## src/fee_ctrl_map.vh

```
// register addresses, field positions, reset values and erase block bounds
`ifndef FEE_CTRL_MAP_VH
`define FEE_CTRL_MAP_VH
// ==========================================
// register addresses (lower 16 bits)
`define FEE_ADDR_STATUS   16'hFFA9
`define FEE_ADDR_SEL_LO   16'hFFAA
`define FEE_ADDR_SEL_HI   16'hFFAB
`define FEE_ADDR_OVERLAY  16'hFEDB
`define FEE_ADDR_POWER    16'hFFAC
// ==========================================
// field positions
`define FEE_ERR_BIT       7
`define FEE_INHIBIT_BIT   7
`define FEE_OVL_SEL_BIT   3
`define FEE_OVL_HI_BIT    1
`define FEE_OVL_LO_BIT    0
`define FEE_OVL_KEEP_W    5
`define FEE_SEL_HI_W      2
// ==========================================
// reset values
`define FEE_RST_STATUS    8'h00
`define FEE_RST_SEL_LO    8'h00
`define FEE_RST_SEL_HI    2'h0
`define FEE_RST_OVERLAY   5'h00
`define FEE_RST_POWER     1'b0
// ==========================================
// last address of each erase block
`define FEE_END_B0        17'h003FF
`define FEE_END_B1        17'h007FF
`define FEE_END_B2        17'h00BFF
`define FEE_END_B3        17'h00FFF
`define FEE_END_B4        17'h07FFF
`define FEE_END_B5        17'h0BFFF
`define FEE_END_B6        17'h0DFFF
`define FEE_END_B7        17'h0FFFF
`define FEE_END_B8        17'h17FFF
`define FEE_END_B9        17'h1FFFF
`define FEE_NO_BLOCK      4'hF
`endif

```

## src/fee_ctrl_regs.v

```verilog
// flash error, erase select, ram overlay and power-down control registers
//
// Function
// - status register clears on power-on reset, hardware or software standby.
// - error flag sets on program/erase error and holds error protection.
// - error flag clears only by power-on reset, hardware or software standby.
// - status bits 6-0 and power bits 6-0 read zero.
// - flash disabled: status and erase-select read zero, writes ignored.
// - erase selects clear on reset, standby, pin low, or software enable clear.
// - only the block with its select bit set may be erased.
// - more than one select bit set clears both select registers.
// - upper select uses bits 1-0 only; bits 7-2 written zero.
// - fixed erase block address map over the 128 kbyte array.
// - overlay register clears on reset and hardware standby, kept in software standby.
// - overlay select set protects every block from program and erase.
// - overlay area field picks block 0 to 3 for the ram overlay.
// - overlay bits 7-5 read zero; bits 4 and 2 written zero.
// - power-down inhibit set blocks flash power-down on subactive entry.
// - power-down inhibit acts only in subactive or subsleep mode.
// - power register clears on reset, hardware or software standby.
// - status and erase-select reachable only with register access enable set.
// - erase-select writes ignored unless the write-enable pin is high.
// - byte-wide registers, every access takes two bus states.
`timescale 1ns/1ps
`include "fee_ctrl_map.vh"

module fee_ctrl_regs #(
  parameter BLOCKS = 10
) (
  input  wire        mclk_i,
  input  wire        rst_i,
  input  wire        acc_i,
  input  wire        wr_i,
  input  wire [15:0] addr_i,
  input  wire [7:0]  wdata_i,
  input  wire        write_enable_pin_i,
  input  wire        software_write_enable_i,
  input  wire        register_access_enable_i,
  input  wire        flash_disabled_i,
  input  wire        hw_standby_i,
  input  wire        sw_standby_i,
  input  wire        flash_error_event_i,
  input  wire        subactive_i,
  input  wire        subsleep_i,
  input  wire [16:0] erase_addr_i,
  input  wire [16:0] mem_addr_i,
  output reg  [7:0]  rdata_o,
  output reg         ack_o,
  output reg         protect_o,
  output reg  [9:0]  erase_allow_o,
  output reg         erase_addr_ok_o,
  output reg         overlay_hit_o,
  output reg         powerdown_enter_o,
  output reg         write_enable_state_o
);

  // ==========================================
  // state

  reg        pin_meta;
  reg        pin_sync;
  reg        flash_error_flag;
  reg [7:0]  erase_block_select_low;
  reg [1:0]  erase_block_select_high;
  reg [4:0]  ram_overlay_control;
  reg        powerdown_inhibit;

  wire       overlay_select;
  wire [1:0] overlay_area;
  wire       protect_all;
  wire       accept;
  wire       do_write;
  wire       flash_regs_open;
  wire       sel_write_ok;
  wire       sel_clear;
  wire       in_low_power;
  wire [9:0] sel_now;
  wire [3:0] erase_blk;
  wire [3:0] mem_blk;

  reg  [9:0] next_sel;
  reg  [7:0] next_rdata;

  // ==========================================
  // block decode

  // returns block index 0..9 for an array address
  function [3:0] fee_block_of;
    input [16:0] a;
    begin
      if (a <= `FEE_END_B0)
        fee_block_of = 4'h0;
      else if (a <= `FEE_END_B1)
        fee_block_of = 4'h1;
      else if (a <= `FEE_END_B2)
        fee_block_of = 4'h2;
      else if (a <= `FEE_END_B3)
        fee_block_of = 4'h3;
      else if (a <= `FEE_END_B4)
        fee_block_of = 4'h4;
      else if (a <= `FEE_END_B5)
        fee_block_of = 4'h5;
      else if (a <= `FEE_END_B6)
        fee_block_of = 4'h6;
      else if (a <= `FEE_END_B7)
        fee_block_of = 4'h7;
      else if (a <= `FEE_END_B8)
        fee_block_of = 4'h8;
      else if (a <= `FEE_END_B9)
        fee_block_of = 4'h9;
      else
        fee_block_of = `FEE_NO_BLOCK;
    end
  endfunction

  assign erase_blk = fee_block_of(erase_addr_i);
  assign mem_blk   = fee_block_of(mem_addr_i);

  // ==========================================
  // combinational controls

  assign overlay_select = ram_overlay_control[`FEE_OVL_SEL_BIT];
  assign overlay_area   = {ram_overlay_control[`FEE_OVL_HI_BIT],
                           ram_overlay_control[`FEE_OVL_LO_BIT]};
  // either source shuts out program and erase
  assign protect_all    = flash_error_flag | overlay_select;

  // second state of an access is busy, so one access per two states
  assign accept   = acc_i & ~ack_o;
  assign do_write = accept & wr_i;

  // gate for status and erase-select, others stay reachable
  assign flash_regs_open = register_access_enable_i & ~flash_disabled_i;
  assign sel_write_ok    = flash_regs_open & pin_sync;

  // held clear while the pin or the software enable forbids erasing
  assign sel_clear = sw_standby_i | hw_standby_i | ~pin_sync
                   | ~software_write_enable_i;

  assign sel_now      = {erase_block_select_high, erase_block_select_low};
  assign in_low_power = subactive_i | subsleep_i;

  // ==========================================
  // pin synchroniser

  // write-enable pin is asynchronous to mclk_i
  always @(posedge mclk_i or posedge rst_i)
  begin
    if (rst_i)
    begin
      pin_meta <= 1'b0;
      pin_sync <= 1'b0;
    end
    else
    begin
      pin_meta <= write_enable_pin_i;
      pin_sync <= pin_meta;
    end
  end

  // ==========================================
  // error flag

  // no software path clears it; only standby or reset
  always @(posedge mclk_i or posedge rst_i)
  begin
    if (rst_i)
      flash_error_flag <= 1'b0;
    else if (hw_standby_i)
      flash_error_flag <= 1'b0;
    else if (sw_standby_i)
      flash_error_flag <= 1'b0;
    else if (flash_error_event_i)
      flash_error_flag <= 1'b1;
  end

  // ==========================================
  // erase select next value

  // a write that leaves two bits set wipes both registers
  always @*
  begin
    next_sel = sel_now;
    if (do_write && sel_write_ok && addr_i == `FEE_ADDR_SEL_LO)
      next_sel = {erase_block_select_high, wdata_i};
    else if (do_write && sel_write_ok && addr_i == `FEE_ADDR_SEL_HI)
      next_sel = {wdata_i[`FEE_SEL_HI_W-1:0], erase_block_select_low};
    if ((next_sel & (next_sel - 10'h001)) != 10'h000)
      next_sel = 10'h000;
  end

  // ==========================================
  // erase select registers

  always @(posedge mclk_i or posedge rst_i)
  begin
    if (rst_i)
    begin
      erase_block_select_low  <= `FEE_RST_SEL_LO;
      erase_block_select_high <= `FEE_RST_SEL_HI;
    end
    else if (sel_clear)
    begin
      erase_block_select_low  <= `FEE_RST_SEL_LO;
      erase_block_select_high <= `FEE_RST_SEL_HI;
    end
    else
    begin
      erase_block_select_low  <= next_sel[7:0];
      erase_block_select_high <= next_sel[9:8];
    end
  end

  // ==========================================
  // overlay and power registers

  // overlay survives software standby so emulation resumes after wakeup
  always @(posedge mclk_i or posedge rst_i)
  begin
    if (rst_i)
      ram_overlay_control <= `FEE_RST_OVERLAY;
    else if (hw_standby_i)
      ram_overlay_control <= `FEE_RST_OVERLAY;
    else if (do_write && addr_i == `FEE_ADDR_OVERLAY)
      ram_overlay_control <= wdata_i[`FEE_OVL_KEEP_W-1:0];
  end

  always @(posedge mclk_i or posedge rst_i)
  begin
    if (rst_i)
      powerdown_inhibit <= `FEE_RST_POWER;
    else if (hw_standby_i || sw_standby_i)
      powerdown_inhibit <= `FEE_RST_POWER;
    else if (do_write && addr_i == `FEE_ADDR_POWER)
      powerdown_inhibit <= wdata_i[`FEE_INHIBIT_BIT];
  end

  // ==========================================
  // read mux

  // status writes fall through here and change nothing
  always @*
  begin
    next_rdata = 8'h00;
    case (addr_i)
      `FEE_ADDR_STATUS:
        if (flash_regs_open)
          next_rdata = {flash_error_flag, 7'h00};
      `FEE_ADDR_SEL_LO:
        if (flash_regs_open)
          next_rdata = erase_block_select_low;
      `FEE_ADDR_SEL_HI:
        if (flash_regs_open)
          next_rdata = {6'h00, erase_block_select_high};
      `FEE_ADDR_OVERLAY:
        next_rdata = {3'h0, ram_overlay_control};
      `FEE_ADDR_POWER:
        next_rdata = {powerdown_inhibit, 7'h00};
      default:
        next_rdata = 8'h00;
    endcase
  end

  // ==========================================
  // bus answer

  // data and ack appear in the second state of the access
  always @(posedge mclk_i or posedge rst_i)
  begin
    if (rst_i)
    begin
      ack_o   <= 1'b0;
      rdata_o <= 8'h00;
    end
    else
    begin
      ack_o <= accept;
      if (accept && !wr_i)
        rdata_o <= next_rdata;
      else
        rdata_o <= 8'h00;
    end
  end

  // ==========================================
  // control outputs

  // registered, so they trail register contents by one state
  always @(posedge mclk_i or posedge rst_i)
  begin
    if (rst_i)
    begin
      protect_o            <= 1'b0;
      erase_allow_o        <= 10'h000;
      erase_addr_ok_o      <= 1'b0;
      overlay_hit_o        <= 1'b0;
      powerdown_enter_o    <= 1'b0;
      write_enable_state_o <= 1'b0;
    end
    else
    begin
      protect_o <= protect_all;
      erase_allow_o <= sel_now & {BLOCKS{~protect_all}};
      erase_addr_ok_o <= ~protect_all && erase_blk != `FEE_NO_BLOCK
                         && sel_now[erase_blk];
      overlay_hit_o <= overlay_select
                       && mem_blk == {2'b00, overlay_area};
      powerdown_enter_o <= in_low_power & ~powerdown_inhibit;
      write_enable_state_o <= pin_sync;
    end
  end

endmodule
```

## config.mk

```make
export PLATFORM = sky130hd
export DESIGN_NAME = fee_ctrl_regs
export DESIGN_NICKNAME = d
export VERILOG_FILES = /design/src/fee_ctrl_regs.v
export VERILOG_INCLUDE_DIRS = /design/src /design/src/src
export SDC_FILE = /design/constraint.sdc
export NUM_CORES = 1
export LEC_CHECK = 0
export ABC_AREA = 0
export ABC_CLOCK_PERIOD_IN_PS = 2500
export BUFFER_PORTS_ARGS = -buffer_cell sky130_fd_sc_hd__buf_2
export CAP_MARGIN = 20
export CORE_MARGIN = 10
export CORE_UTILIZATION = 48
export CTS_CLUSTER_DIAMETER = 60
export DETAILED_ROUTE_END_ITERATION = 16
export GPL_TIMING_DRIVEN = 1
export PLACE_DENSITY = 0.84
export SLEW_MARGIN = 20
export SYNTH_ARGS = -nofsm -noshare
export SYNTH_HDL_FRONTEND = slang
export SYNTH_SLANG_ARGS = --single-unit
```

## constraint.sdc

```tcl
create_clock -name mclk_i -period 2.5 [get_ports mclk_i]
set_input_delay 0.25 -clock mclk_i [delete_from_list [all_inputs] [get_ports mclk_i]]
set_output_delay 0.25 -clock mclk_i [all_outputs]
set_load 0.02 [all_outputs]
```

==> results.md, run 1 <==
- During synthesis, Yosys emitted a total of 0 warnings.
- Data arrives at the worst endpoint at 2610 ps.
- Data on the critical path is required at its endpoint by 2730 ps.
- The tree built by TritonCTS fans out to 43 sinks.
- Counting instances, the worst hold path has a depth of 1.
- The final global-route overflow total is 0.
- The slew at the pin closest to its max-slew limit is 533.5 ps.
- Yosys mapped a number of flops with a built-in enable equal to 0.
- The delay of the slowest critical-path stage is 560 ps.
- For this run, the leading register cell type out of synthesis is dfrtp_1.
- The category of the most critical setup path is flip-flop to flip-flop.
- The worst hold path class is primary input to flip-flop.
- Of the post-synthesis cell area, the part taken by muxes is 0.1111.
- Measured in cells, the most critical reg-to-reg path has a length of 6.
- The post-synth design cell area is 0.002297 sq mm.
- After detailed routing, the number of vias per cell comes to 5.501.
- Counting the buffers created by CTS gives 5.
- The master cell of the clock root buffer is clkbuf_8.
- The total of fill cells in the finished design is 391.
- On the critical path, the stage with the largest delay is an instance of or4_4.
- The power density over cell area is 443.9 mW/mm^2.
- The antenna diode count is 0.
- The critical path startpoint is erase_block_select_low[5].
- Counting flops with an async set or reset pin after synthesis yields a share of 1.000.
- Post-CTS timing repair inserted 0 buffers for setup.
- The first global-routing pass estimated 9052 um of wire.
- The number of global-route vias before repair was 1899.
- The worst register-to-register path has a setup slack of 120 ps.
- The critical path startpoint category is a flip-flop.
- The average size of a mapped cell is 11.04 sq um.
- The count of distinct cell types in the synthesized netlist is 58.
- The layout overhead on the synthesized area is 24.24%.
- The max-cap violation count is 0.
- The part of the cycle the worst path needs is 0.9516.
- Clock-pin slew was measured on the worst setup and hold paths at 80 ps.
- By area, the combinational part of the netlist is dominated by simple AND/OR/NAND/NOR gates.
- The signal on the critical path passes through or4_4 -> or4_4 -> nor2_2 -> mux2i_1 -> o32a_2 -> nor3_2.
- The worst-skew pair later-pin latency is 300 ps.
- For this block, the via count after detailed routing is 1909.
- Counting along the longest clock path gives a buffer depth of 2.
- The buffering stage count on the worst path with inverters included is 0.
- The most common cell type on the critical path is or4_4.
- For hold timing, the worst endpoint is pin_meta.
- Counting flops and latches in the post-synthesis netlist gives 43.
- The achievable clock frequency is 420.3 MHz.
- The share of synthesized area occupied by flip-flops and latches is 0.4684.
- 95 I/O pins were placed.
- For this design, the CTS-stage hold fixing added 0 buffers.
- For this run, design rule violations remaining after detail routing come to 0.
- Setup violations remaining at the end of the flow were counted as 0.
- The detailed-route wire length per cell is 16.81 um.
- Of the total synthesized cell area, the portion taken by AND, OR, NAND and NOR gates is 0.2908.
- The kind of cell with the highest combined delay on the critical path is simple AND/OR/NAND/NOR gates.
- The initial utilization of the core area, before any placement, comes to 0.4896.
- The first detailed-routing pass took 4 iterations.
- The highest fanout seen on the critical path is 9.
- The die outline area is 0.007953 sq mm.
- The clock skew is 4.103 ps.
- In the final layout, flip-flops and latches occupy 0.001076 sq mm.
- The maximum vdd drop is 207.8 uV.
- The clock tree from TritonCTS is built.
- The count of pins over their slew limit is 0.
- The share of the core filled with cells in the final layout is 0.6083.
- The aggregate negative setup slack is 0 ps.
- Once detail routing completed, the nets flagged for antenna violations numbered 0.
- The fraction of final layout cells with drive strength greater than 1 is 0.4096.
- The number of cells produced by synthesis is 208.
- The minimum period implied by the final worst setup slack is 2379 ps.
- The number of levels in the clock H-tree is 2.
- The synthesized net count is 279.
- In this run the tightest slew margin relative to its limit is 0.6428.
- The floorplan step defined a core boundary enclosing 0.004692 sq mm.
- The count of buffers inserted at the top-level ports is 74.
- Of the total synthesized cell area, the portion taken by XOR and XNOR cells is 0.01144.
- The floorplan has 25 rows.
- The final weighted congestion of routability-driven global placement is 0.8754.
- The leakage power figure is 0.001405 uW.
- In this run the most critical hold path is launched from write_enable_pin_i.
- The number of nets in the finished design is 363.
- The number of antenna violations at the first check in global routing is 0.
- Post-CTS repair changed the size of 0 cells.
- For this block, the routed nets add up to 5832 um of wire.
- The number of endpoints with negative hold slack in the final report came to 0.
- The die is 89.18 um tall.
- The kind of capture point of the worst setup path is a flip-flop.
- The number of design-rule violations left by the first detailed-router iteration is 118.
- The sum of net half-perimeters after detailed placement is 4581 um.
- Entering global routing, the biggest net connects 44 pins.
- Setup repair after global routing left no endpoint under its margin.
- The total global-route track usage is 0.1490.
- The fraction of the mapped netlist area in adder cells is 0.004357.
- The startpoint identified for the worst register-to-register timing path is erase_block_select_low[5].
- The die outline width is 89.18 um.
- The area of the multi-input gates is 0.001142 sq mm.
- The compound-gate portion of the synthesized area is 0.07898.
- The run finished with clean final reports.
- The worst register-to-register path ends at erase_block_select_low[4].
## layout by cell type, fill, tap and decap left out, types with 2 or more instances in the layout
cell	n
nand3b_1	2
a221oi_1	2
clkbuf_8	5
o31ai_1	2
mux2_2	2
clkinvlp_4	2
or4_4	4
nor2b_1	2
a22oi_1	5
xor2_1	3
buf_4	12
and2_1	10
nor3_2	11
dfrtp_1	43
and3_1	3
nor2_2	2
nand4bb_1	3
inv_1	4
nor2_1	22
or4_1	2
o21ai_0	2
nor4_1	4
buf_2	74
nor3_1	8
nand2_1	9
and4_1	2
mux2i_1	21
nand4b_1	2
a31oi_1	2
## worst max path at each step
stage                                            end  depth (start not counted)
after detailed placement   erase_block_select_low[4]                          6
after CTS                  erase_block_select_low[4]                          6
after global routing      erase_block_select_high[1]                          6
final                      erase_block_select_low[4]                          6
after floorplan           erase_block_select_high[0]                          8
after global placement     erase_block_select_low[3]                          7
## state kept, by name, indices dropped and copies added, names as in the netlist
| name | cells |
|---|---|
| erase_allow_o | 10 |
| erase_block_select_low | 8 |
| rdata_o | 8 |
| ram_overlay_control | 5 |
| erase_block_select_high | 2 |
| ack_o | 1 |
| erase_addr_ok_o | 1 |
| flash_error_flag | 1 |
| overlay_hit_o | 1 |
| pin_meta | 1 |
| pin_sync | 1 |
| powerdown_enter_o | 1 |
| powerdown_inhibit | 1 |
| protect_o | 1 |
| write_enable_state_o | 1 |
## kinds of logic (layout without fill, tap and decap cells)
logic type / after synthesis / after routing
AO/OA/AOI/OAI: 23 / 23
XOR/XNOR: 3 / 3
adder cells (fa/ha/maj): 1 / 1
buffers and inverters: 14 / 99
flip-flops: 43 / 43
multiplexers: 24 / 24
AND/OR/NAND/NOR: 100 / 100
## synth_stat cells (2+ instances only)
master / count / area (sq um)
a221oi_1: 2 / 17.52
a22oi_1: 5 / 37.54
a31oi_1: 2 / 12.51
and2_1: 10 / 62.56
and3_1: 3 / 18.77
and4_1: 2 / 17.52
buf_4: 2 / 15.01
clkbuf_1: 3 / 11.26
dfrtp_1: 43 / 1076
inv_1: 4 / 15.01
mux2_2: 2 / 22.52
mux2i_1: 21 / 210.2
nand2_1: 9 / 33.78
nand3b_1: 2 / 15.01
nand4b_1: 2 / 17.52
nand4bb_1: 3 / 33.78
nor2_1: 22 / 82.58
nor2_2: 2 / 12.51
nor2b_1: 2 / 12.51
nor3_1: 8 / 40.04
nor3_2: 11 / 110.1
nor4_1: 4 / 25.02
o21ai_0: 2 / 10.01
o31ai_1: 2 / 15.01
or4_1: 2 / 15.01
or4_4: 4 / 45.04
xor2_1: 3 / 26.28
## layout make-up
type / count / share of cell area
multi-input cells: 151 / 0.4003
flip-flops and latches: 43 / 0.3770
repair buffers: 86 / 0.1613
clock buffers: 5 / 0.02411
well taps: 54 / 0.02367
clock inverters: 3 / 0.007014
inverters: 5 / 0.006576
## routing by layer
metal | up-vias | GRT usage | wire length, um
li1 | 933 | - | -
met1 | 894 | 0.1655 | 2311
met2 | 69 | 0.2508 | 2891
met3 | 13 | 0.03646 | 430
met4 | 0 | 0.09249 | 198
met5 | - | 0 | 0
## report_power, final
part           internal [uW]  total (uW)  leakage (uW)  switching (uW)
Clock                    194         436     0.0000402             242
Sequential               701         704      0.000588            3.20
Combinational           54.2         127      0.000777            72.7
## through the flow
stage / hold slack (ps) / cell area, sq um / setup WS [ps] / cells / power, uW
after CTS: 37.17 / 2853 / 41.66 / 347 / 1279
after detailed placement: 338.7 / 2764 / 60.67 / 339 / 845.1
final: 43.73 / 2854 / 121.0 / 347 / 1267
after global placement: 332.7 / 2764 / 110.9 / 339 / 841.1
after global routing: 48.62 / 2854 / 8.993 / 347 / 1323
after floorplan: 281.4 / 2297 / 254.2 / 208 / 778.7
No activity file was read; power rests on OpenSTA's default activity.
==> inputs of run 2 (changes only) <==
--- a/config.mk
+++ b/config.mk
@@ -7,7 +7,7 @@
 export NUM_CORES = 1
 export LEC_CHECK = 0
 export ABC_AREA = 0
-export ABC_CLOCK_PERIOD_IN_PS = 2500
+export ABC_CLOCK_PERIOD_IN_PS = 2550
 export BUFFER_PORTS_ARGS = -buffer_cell sky130_fd_sc_hd__buf_2
 export CAP_MARGIN = 20
 export CORE_MARGIN = 10
==> constraint.sdc (replaced) <==
create_clock -name mclk_i -period 2.55 [get_ports mclk_i]
set_input_delay 0.255 -clock mclk_i [delete_from_list [all_inputs] [get_ports mclk_i]]
set_output_delay 0.255 -clock mclk_i [all_outputs]
set_load 0.02 [all_outputs]
==> results.md, run 2 (synthesized netlist as in run 1, its figures left out) <==
- The die outline width is 89.18 um (unchanged).
- The DRC violations left was 0 (unchanged).
- The part of the power in registers is 0.553 (was 0.556).
- The number of nets in the finished design is 361 (was 363).
- The part of the cycle the worst path needs came to 0.9582 (was 0.9516).
- The critical path startpoint category is a flip-flop (unchanged).
- The share of total power in the clock network is 0.349 (was 0.344).
- The detailed-route via count is 1905 (was 1909).
- The net switching power figure is 314.2 uW (was 317.8 uW).
- The worst-skew pair later-pin latency was 300 ps (about the same).
- The category of the most critical setup path is flip-flop to flip-flop (unchanged).
- The number of global-route vias before repair is 1904 (was 1899).
- The die outline area came to 0.007953 sq mm (unchanged).
- The clock tree from TritonCTS was built (unchanged).
- The layout overhead on the synthesized area is 23.75% (was 24.24%).
- The total setup violations reported at the end of the flow is 0 (unchanged).
- The number of ports placed on the die boundary is 95 (unchanged).
- The number of post-CTS setup repair buffers came to 0 (unchanged).
- The cell-internal power is 934.9 uW (was 949.2 uW).
- Most frequent cells in the layout: buf_2 (74), dfrtp_1 (43), nor2_1 (22) (unchanged).
- The minimum period implied by the final worst setup slack came to 2444 ps (was 2379 ps).
- The clock edge transition at the registers on the reported setup and hold paths came to 90 ps (was 80 ps).
- The number of clock sinks is 43 (unchanged).
- The leakage power figure is 0.001399 uW (was 0.001405 uW).
- The maximum root-to-sink buffer count is 2 (unchanged).
- The largest net degree at the start of global routing was 44 (unchanged).
- The worst hold path class is primary input to async pin (was primary input to flip-flop).
- The worst relative slew slack is 0.6450 (was 0.6428).
- The total global-route track usage came to 0.1495 (was 0.1490).
- The achievable clock frequency came to 409.2 MHz (was 420.3 MHz).
- The number of endpoints with negative hold slack in the final report came to 0 (unchanged).
- The antenna diode count was 0 (unchanged).
- The sum of routed wire length over all layers is 5796 um (was 5832 um).
- The data arrival time of the critical path is 2660 ps (was 2610 ps).
- The slew at the pin closest to its max-slew limit is 530.1 ps (was 533.5 ps).
- The worst path required time is 2770 ps (was 2730 ps).
- The max-cap violation count is 0 (unchanged).
- The power share of the combinational group is 0.098 (was 0.100).
- The power density over cell area is 439.4 mW/mm^2 (was 443.9 mW/mm^2).
- The TritonCTS buffer count is 5 (unchanged).
- The final weighted congestion of routability-driven global placement is 0.8679 (was 0.8754).
- The maximum vdd drop is 222.8 uV (was 207.8 uV).
- The number of antenna violations at the first check in global routing is 0 (unchanged).
- The area of the multi-input gates was 0.001141 sq mm (was 0.001142 sq mm).
- The number of design-rule violations left by the first detailed-router iteration was 108 (was 118).
- The highest fanout seen on the critical path is 9 (unchanged).
- The worst-case hold slack is 60.46 ps (was 43.73 ps).
- The total of fill cells in the finished design is 410 (was 391).
- The aggregate negative setup slack came to 0 ps (unchanged).
- The starting utilization of the core area was 0.4896 (unchanged).
- The placeable core region came to 0.004692 sq mm (unchanged).
- The via density per instance is 5.522 (was 5.501).
- The flip-flop count of the largest register after layout was 10 (unchanged).
- The global-route wire length before repair came to 9183 um (was 9052 um).
- The switching part of the total power is 0.2515 (was 0.2508).
- Largest registers ranked by flip-flop count: erase_allow_o (10), erase_block_select_low (8), rdata_o (8) (unchanged).
- RSZ-0062 raised after global routing: no (unchanged).
- The kind of capture point of the worst setup path is a flip-flop (unchanged).
- The fraction of final layout cells with drive strength greater than 1 was 0.4021 (was 0.4096).
- The number of levels in the clock H-tree is 2 (unchanged).
- The count of nets left with antenna violations after detail routing is 0 (unchanged).
- The sum of net half-perimeters after detailed placement is 4539 um (was 4581 um).
- The post-cts hold buffer count is 0 (unchanged).
- The power after layout is 1249 uW (was 1267 uW).
- The commonest non-fill, non-tap cell in the layout was buf_2 (unchanged).
- The final global-route overflow total is 0 (unchanged).
- The clock skew is 9.193 ps (was 4.103 ps).
- The count of cells resized by post-cts repair is 0 (unchanged).
- The count of buffers inserted at the top-level ports came to 74 (unchanged).
- Outcome: finished clean (unchanged).
- The iteration count of the initial detailed-routing pass is 5 (was 4).
- The master cell of the clock root buffer is clkbuf_8 (unchanged).
- The most flop-heavy register is erase_allow_o (unchanged).
- The register area came to 0.001076 sq mm (unchanged).
- The number of core rows is 25 (unchanged).
- The count of pins over their slew limit came to 0 (unchanged).
- The detailed-route wire length per cell is 16.80 um (was 16.81 um).
- The die boundary height is 89.18 um (unchanged).
-- run 2: cell count changes in the layout (fill, tap and decap cells not counted) --
cell	before	now
clkinv_4	0	2
o32a_1	0	1
buf_4	12	10
clkinvlp_4	2	1
clkinv_2	1	0
o32a_2	1	0
-- run 2: cell type report --
| cell class | count | area share |
|---|---|---|
| clock buffers | 5 | 0.02421 |
| repair buffers | 84 | 0.1567 |
| well taps | 54 | 0.02377 |
| multi-input cells | 151 | 0.4014 |
| inverters | 5 | 0.006602 |
| clock inverters | 3 | 0.008803 |
| flip-flops and latches | 43 | 0.3785 |
-- run 2: worst max-delay path: stages, from the launching register on --
cell and delay (ps):
dfrtp_1 400, or4_4 550, or4_4 460, nor2_2 100
mux2i_1 70, o32a_1 540, nor3_2 250
-- run 2: final timing paths --
| kind | to | slack [ps] | start | depth (start not counted) |
|---|---|---|---|---|
| min reg2reg | pin_sync | 350 | pin_meta | 0 |
| min in group mclk_i | pin_meta | 60 | write_enable_pin_i | 1 |
| max | erase_block_select_high[1] | 110 | erase_block_select_low[5] | 6 |
| min | erase_allow_o[6] | 60 | rst_i | 3 |
| max reg2reg | erase_block_select_high[1] | 110 | erase_block_select_low[5] | 6 |
| max in group asynchronous | pin_sync | 2120 | rst_i | 3 |
-- run 2: per-stage QoR --
stage	worst slack (ps)	cell area, sq um	cells	util
2_1_floorplan	304.2	2297	208	-
3_3_place_gp	142.1	2749	337	0.5859
3_5_place_dp	91.02	2749	337	0.5859
4_1_cts	98.25	2843	345	0.6059
5_1_grt	6.661	2843	345	0.6059
6_report	106.5	2843	345	0.6059
-- run 2: layer usage --
metal / wire [um] / share of wire / track usage / vias up
met2: 2951 / 0.51 / 0.2508 / 61
met5: 0 / 0 / 0 / -
met4: 123 / 0.021 / 0.06647 / 0
met3: 439 / 0.076 / 0.03737 / 13
li1: - / - / - / 927
met1: 2283 / 0.39 / 0.1762 / 904
-- run 2: power by group through the flow --
| stage | combinational [uW] | sequential (uW) | clock (uW) |
|---|---|---|---|
| floorplan | 55.1 | 708 | 0 |
| CTS | 124 | 690 | 443 |
| global route | 136 | 691 | 480 |
| finish | 122 | 690 | 436 |
| global placement | 120 | 704 | 0 |
| detailed placement | 123 | 704 | 0 |
==> inputs of run 3 (changes only) <==
--- a/config.mk
+++ b/config.mk
@@ -14,7 +14,7 @@
 export CORE_UTILIZATION = 48
 export CTS_CLUSTER_DIAMETER = 60
 export DETAILED_ROUTE_END_ITERATION = 16
-export GPL_TIMING_DRIVEN = 1
+export GPL_TIMING_DRIVEN = 0
 export PLACE_DENSITY = 0.84
 export SLEW_MARGIN = 20
 export SYNTH_ARGS = -nofsm -noshare
==> results.md, run 3 (synthesized netlist as in run 1, its figures left out) <==
- The die outline width was 89.18 um (unchanged).
- The switching part of the total power is 0.2220 (was 0.2515).
- The placement-stage cell area came to 0.002735 sq mm (was 0.002749 sq mm).
- The finished layout cell area came to 0.002863 sq mm (was 0.002843 sq mm).
- The maximum root-to-sink buffer count came to 2 (unchanged).
- The kind of capture point of the worst setup path is a flip-flop (unchanged).
- The flip-flop count of the largest register after layout came to 10 (unchanged).
- The final global-route overflow total is 0 (unchanged).
- The number of antenna violations at the first check in global routing was 0 (unchanged).
- The total setup violations reported at the end of the flow was 0 (unchanged).
- The layout overhead on the synthesized area is 24.62% (was 23.75%).
- The power density over cell area is 475.8 mW/mm^2 (was 439.4 mW/mm^2).
- The worst relative slew slack is 0.5839 (was 0.6450).
- The worst-skew pair later-pin latency came to 290 ps (was 300 ps).
- The slew at the pin closest to its max-slew limit is 619.3 ps (was 530.1 ps).
- The highest fanout seen on the critical path came to 9 (unchanged).
- The global-route wire length before repair is 9232 um (was 9183 um).
- The starting utilization of the core area was 0.4896 (unchanged).
- The minimum setup slack in the final design is 106.8 ps (was 106.5 ps).
- The cell-internal power is 1060 uW (was 934.9 uW).
- The achievable clock frequency was 409.3 MHz (was 409.2 MHz).
- The detailed-route wire length per cell was 17.29 um (was 16.80 um).
- The minimum period implied by the final worst setup slack is 2443 ps (was 2444 ps).
- The total of fill cells in the finished design is 394 (was 410).
- The number of global-route vias before repair was 1941 (was 1904).
- The placeable core region is 0.004692 sq mm (unchanged).
- The commonest non-fill, non-tap cell in the layout is buf_2 (unchanged).
- The fraction of final layout cells with drive strength greater than 1 came to 0.3854 (was 0.4021).
- The aggregate negative setup slack is 0 ps (unchanged).
- The clock skew came to 5.163 ps (was 9.193 ps).
- The data arrival time of the critical path came to 2660 ps (about the same).
- The part of the power in registers is 0.507 (was 0.553).
- The count of cells resized by post-cts repair is 0 (unchanged).
- The pre-CTS setup slack came to 127.9 ps (was 91.02 ps).
- The number of core rows came to 25 (unchanged).
- The share of the core filled with cells in the final layout is 0.6101 (was 0.6059).
- The number of endpoints with negative hold slack in the final report is 0 (unchanged).
- The count of buffers inserted at the top-level ports is 70 (was 74).
- The share of total power in the clock network is 0.400 (was 0.349).
- The met2 wire length is 3005 um (was 2951 um).
- The number of clock sinks came to 43 (unchanged).
- The leakage power figure is 0.001395 uW (was 0.001399 uW).
- The net switching power figure is 302.4 uW (was 314.2 uW).
- The worst path required time is 2760 ps (was 2770 ps).
- The count of nets left with antenna violations after detail routing came to 0 (unchanged).
- The number of nets in the finished design is 358 (was 361).
- The most flop-heavy register is erase_allow_o (unchanged).
- The largest net degree at the start of global routing came to 28 (was 44).
- The part of the cycle the worst path needs is 0.9581 (was 0.9582).
- The critical path startpoint category is a flip-flop (unchanged).
- Most frequent cells in the layout: buf_2 (71), dfrtp_1 (43), nor2_1 (22) (was buf_2 (74), dfrtp_1 (43), nor2_1 (22)).
- The met3 wire length is 498 um (was 439 um).
- The top metal layer carrying routed signals is met4 (unchanged).
- The DRC violations left is 0 (unchanged).
- RSZ-0062 raised after global routing: no (unchanged).
- The number of ports placed on the die boundary came to 95 (unchanged).
- The die boundary height was 89.18 um (unchanged).
- The die outline area was 0.007953 sq mm (unchanged).
- The final weighted congestion of routability-driven global placement is 0.8981 (was 0.8679).
- The clock tree from TritonCTS was built (unchanged).
- The number of design-rule violations left by the first detailed-router iteration is 92 (was 108).
- The detailed-route via count is 1922 (was 1905).
- The final standard cell count with taps included and fillers excluded is 342 (was 345).
- The sum of net half-perimeters after detailed placement came to 4723 um (was 4539 um).
- The TritonCTS buffer count is 5 (unchanged).
- The max-cap violation count is 0 (unchanged).
- The master cell of the clock root buffer is clkbuf_8 (unchanged).
- The count of pins over their slew limit is 0 (unchanged).
- The power share of the combinational group was 0.093 (was 0.098).
- Largest registers ranked by flip-flop count: erase_allow_o (10), erase_block_select_low (8), rdata_o (8) (unchanged).
- The maximum vdd drop is 222.6 uV (was 222.8 uV).
- The sum of routed wire length over all layers is 5912 um (was 5796 um).
- The category of the most critical setup path was flip-flop to flip-flop (unchanged).
- The total global-route track usage came to 0.1479 (was 0.1495).
- The clock edge transition at the registers on the reported setup and hold paths came to 70 ps (was 90 ps).
- The routed length on met1 is 2270 um (was 2283 um).
- The worst hold path class is primary input to flip-flop (was primary input to async pin).
- Outcome: finished clean (unchanged).
- The antenna diode count is 0 (unchanged).
- The iteration count of the initial detailed-routing pass is 4 (was 5).
- The count of placed standard cells including taps is 333 (was 337).
- The number of post-CTS setup repair buffers was 0 (unchanged).
- The number of levels in the clock H-tree is 2 (unchanged).
- The via density per instance came to 5.620 (was 5.522).
==> run 3: cell types whose count changed in the layout (fill, tap and decap cells not counted), moves of 2 or more <==
cell,before,now
buf_2,74,71
clkbuf_8,5,7
buf_4,10,2
clkinv_4,2,0
clkbuf_1,0,3
==> run 3: final timing paths <==
kind | endpoint | depth (start not counted) | slack (ps) | from
min | pin_meta | 1 | 60 | write_enable_pin_i
max in group asynchronous | pin_sync | 4 | 1630 | rst_i
min reg2reg | pin_sync | 0 | 360 | pin_meta
min in group asynchronous | rdata_o[0] | 3 | 460 | rst_i
max reg2reg | erase_block_select_low[4] | 7 | 110 | erase_block_select_low[5]
max | erase_block_select_low[4] | 7 | 110 | erase_block_select_low[5]
==> run 3: layout make-up <==
type | instances | area, sq um | share of cell area
Inverter | 5 | 18.77 | 0.006556
Timing Repair Buffer | 72 | 380.4 | 0.1329
Tap cell | 54 | 67.56 | 0.02360
Sequential cell | 43 | 1076 | 0.3759
Multi-Input combinational cell | 151 | 1141 | 0.3986
Clock inverter | 2 | 35.03 | 0.01224
Clock buffer | 6 | 82.58 | 0.02885
Buffer | 9 | 61.31 | 0.02142
==> run 3: worst max-delay path: stages, from the launching register on <==
cell,delay (ps)
dfrtp_1,460
or4_4,580
or4_4,450
nor2_2,100
mux2i_1,70
o32a_1,360
buf_6,150
nor3_2,180
==> run 3: through the flow <==
stage | power (uW) | hold slack [ps]
floorplan | 763.5 | 286.4
global placement | 822.2 | 331.5
detailed placement | 830.6 | 242.2
CTS | 1372 | 56.17
global route | 1404 | 59.60
finish | 1362 | 64.86
==> run 3: routing by layer <==
layer / GRT usage / vias to the layer above
met4: 0.05925 / 0
met2: 0.2515 / 75
met3: 0.04467 / 12
met1: 0.1695 / 909
li1: - / 926
met5: 0 / -
==> run 3: power groups by stage <==
stage / logic [uW] / clock network [uW] / registers (uW)
2_1_floorplan: 55.1 / 0 / 708
3_3_place_gp: 119 / 0 / 704
3_5_place_dp: 127 / 0 / 704
4_1_cts: 128 / 553 / 690
5_1_grt: 141 / 572 / 691
6_report: 127 / 544 / 691
==> run 3: what timing repair did <==
action,in CTS,in global routing
endpoints found under the hold margin,16,0
setup endpoints to repair,0,0
hold buffers,1,0
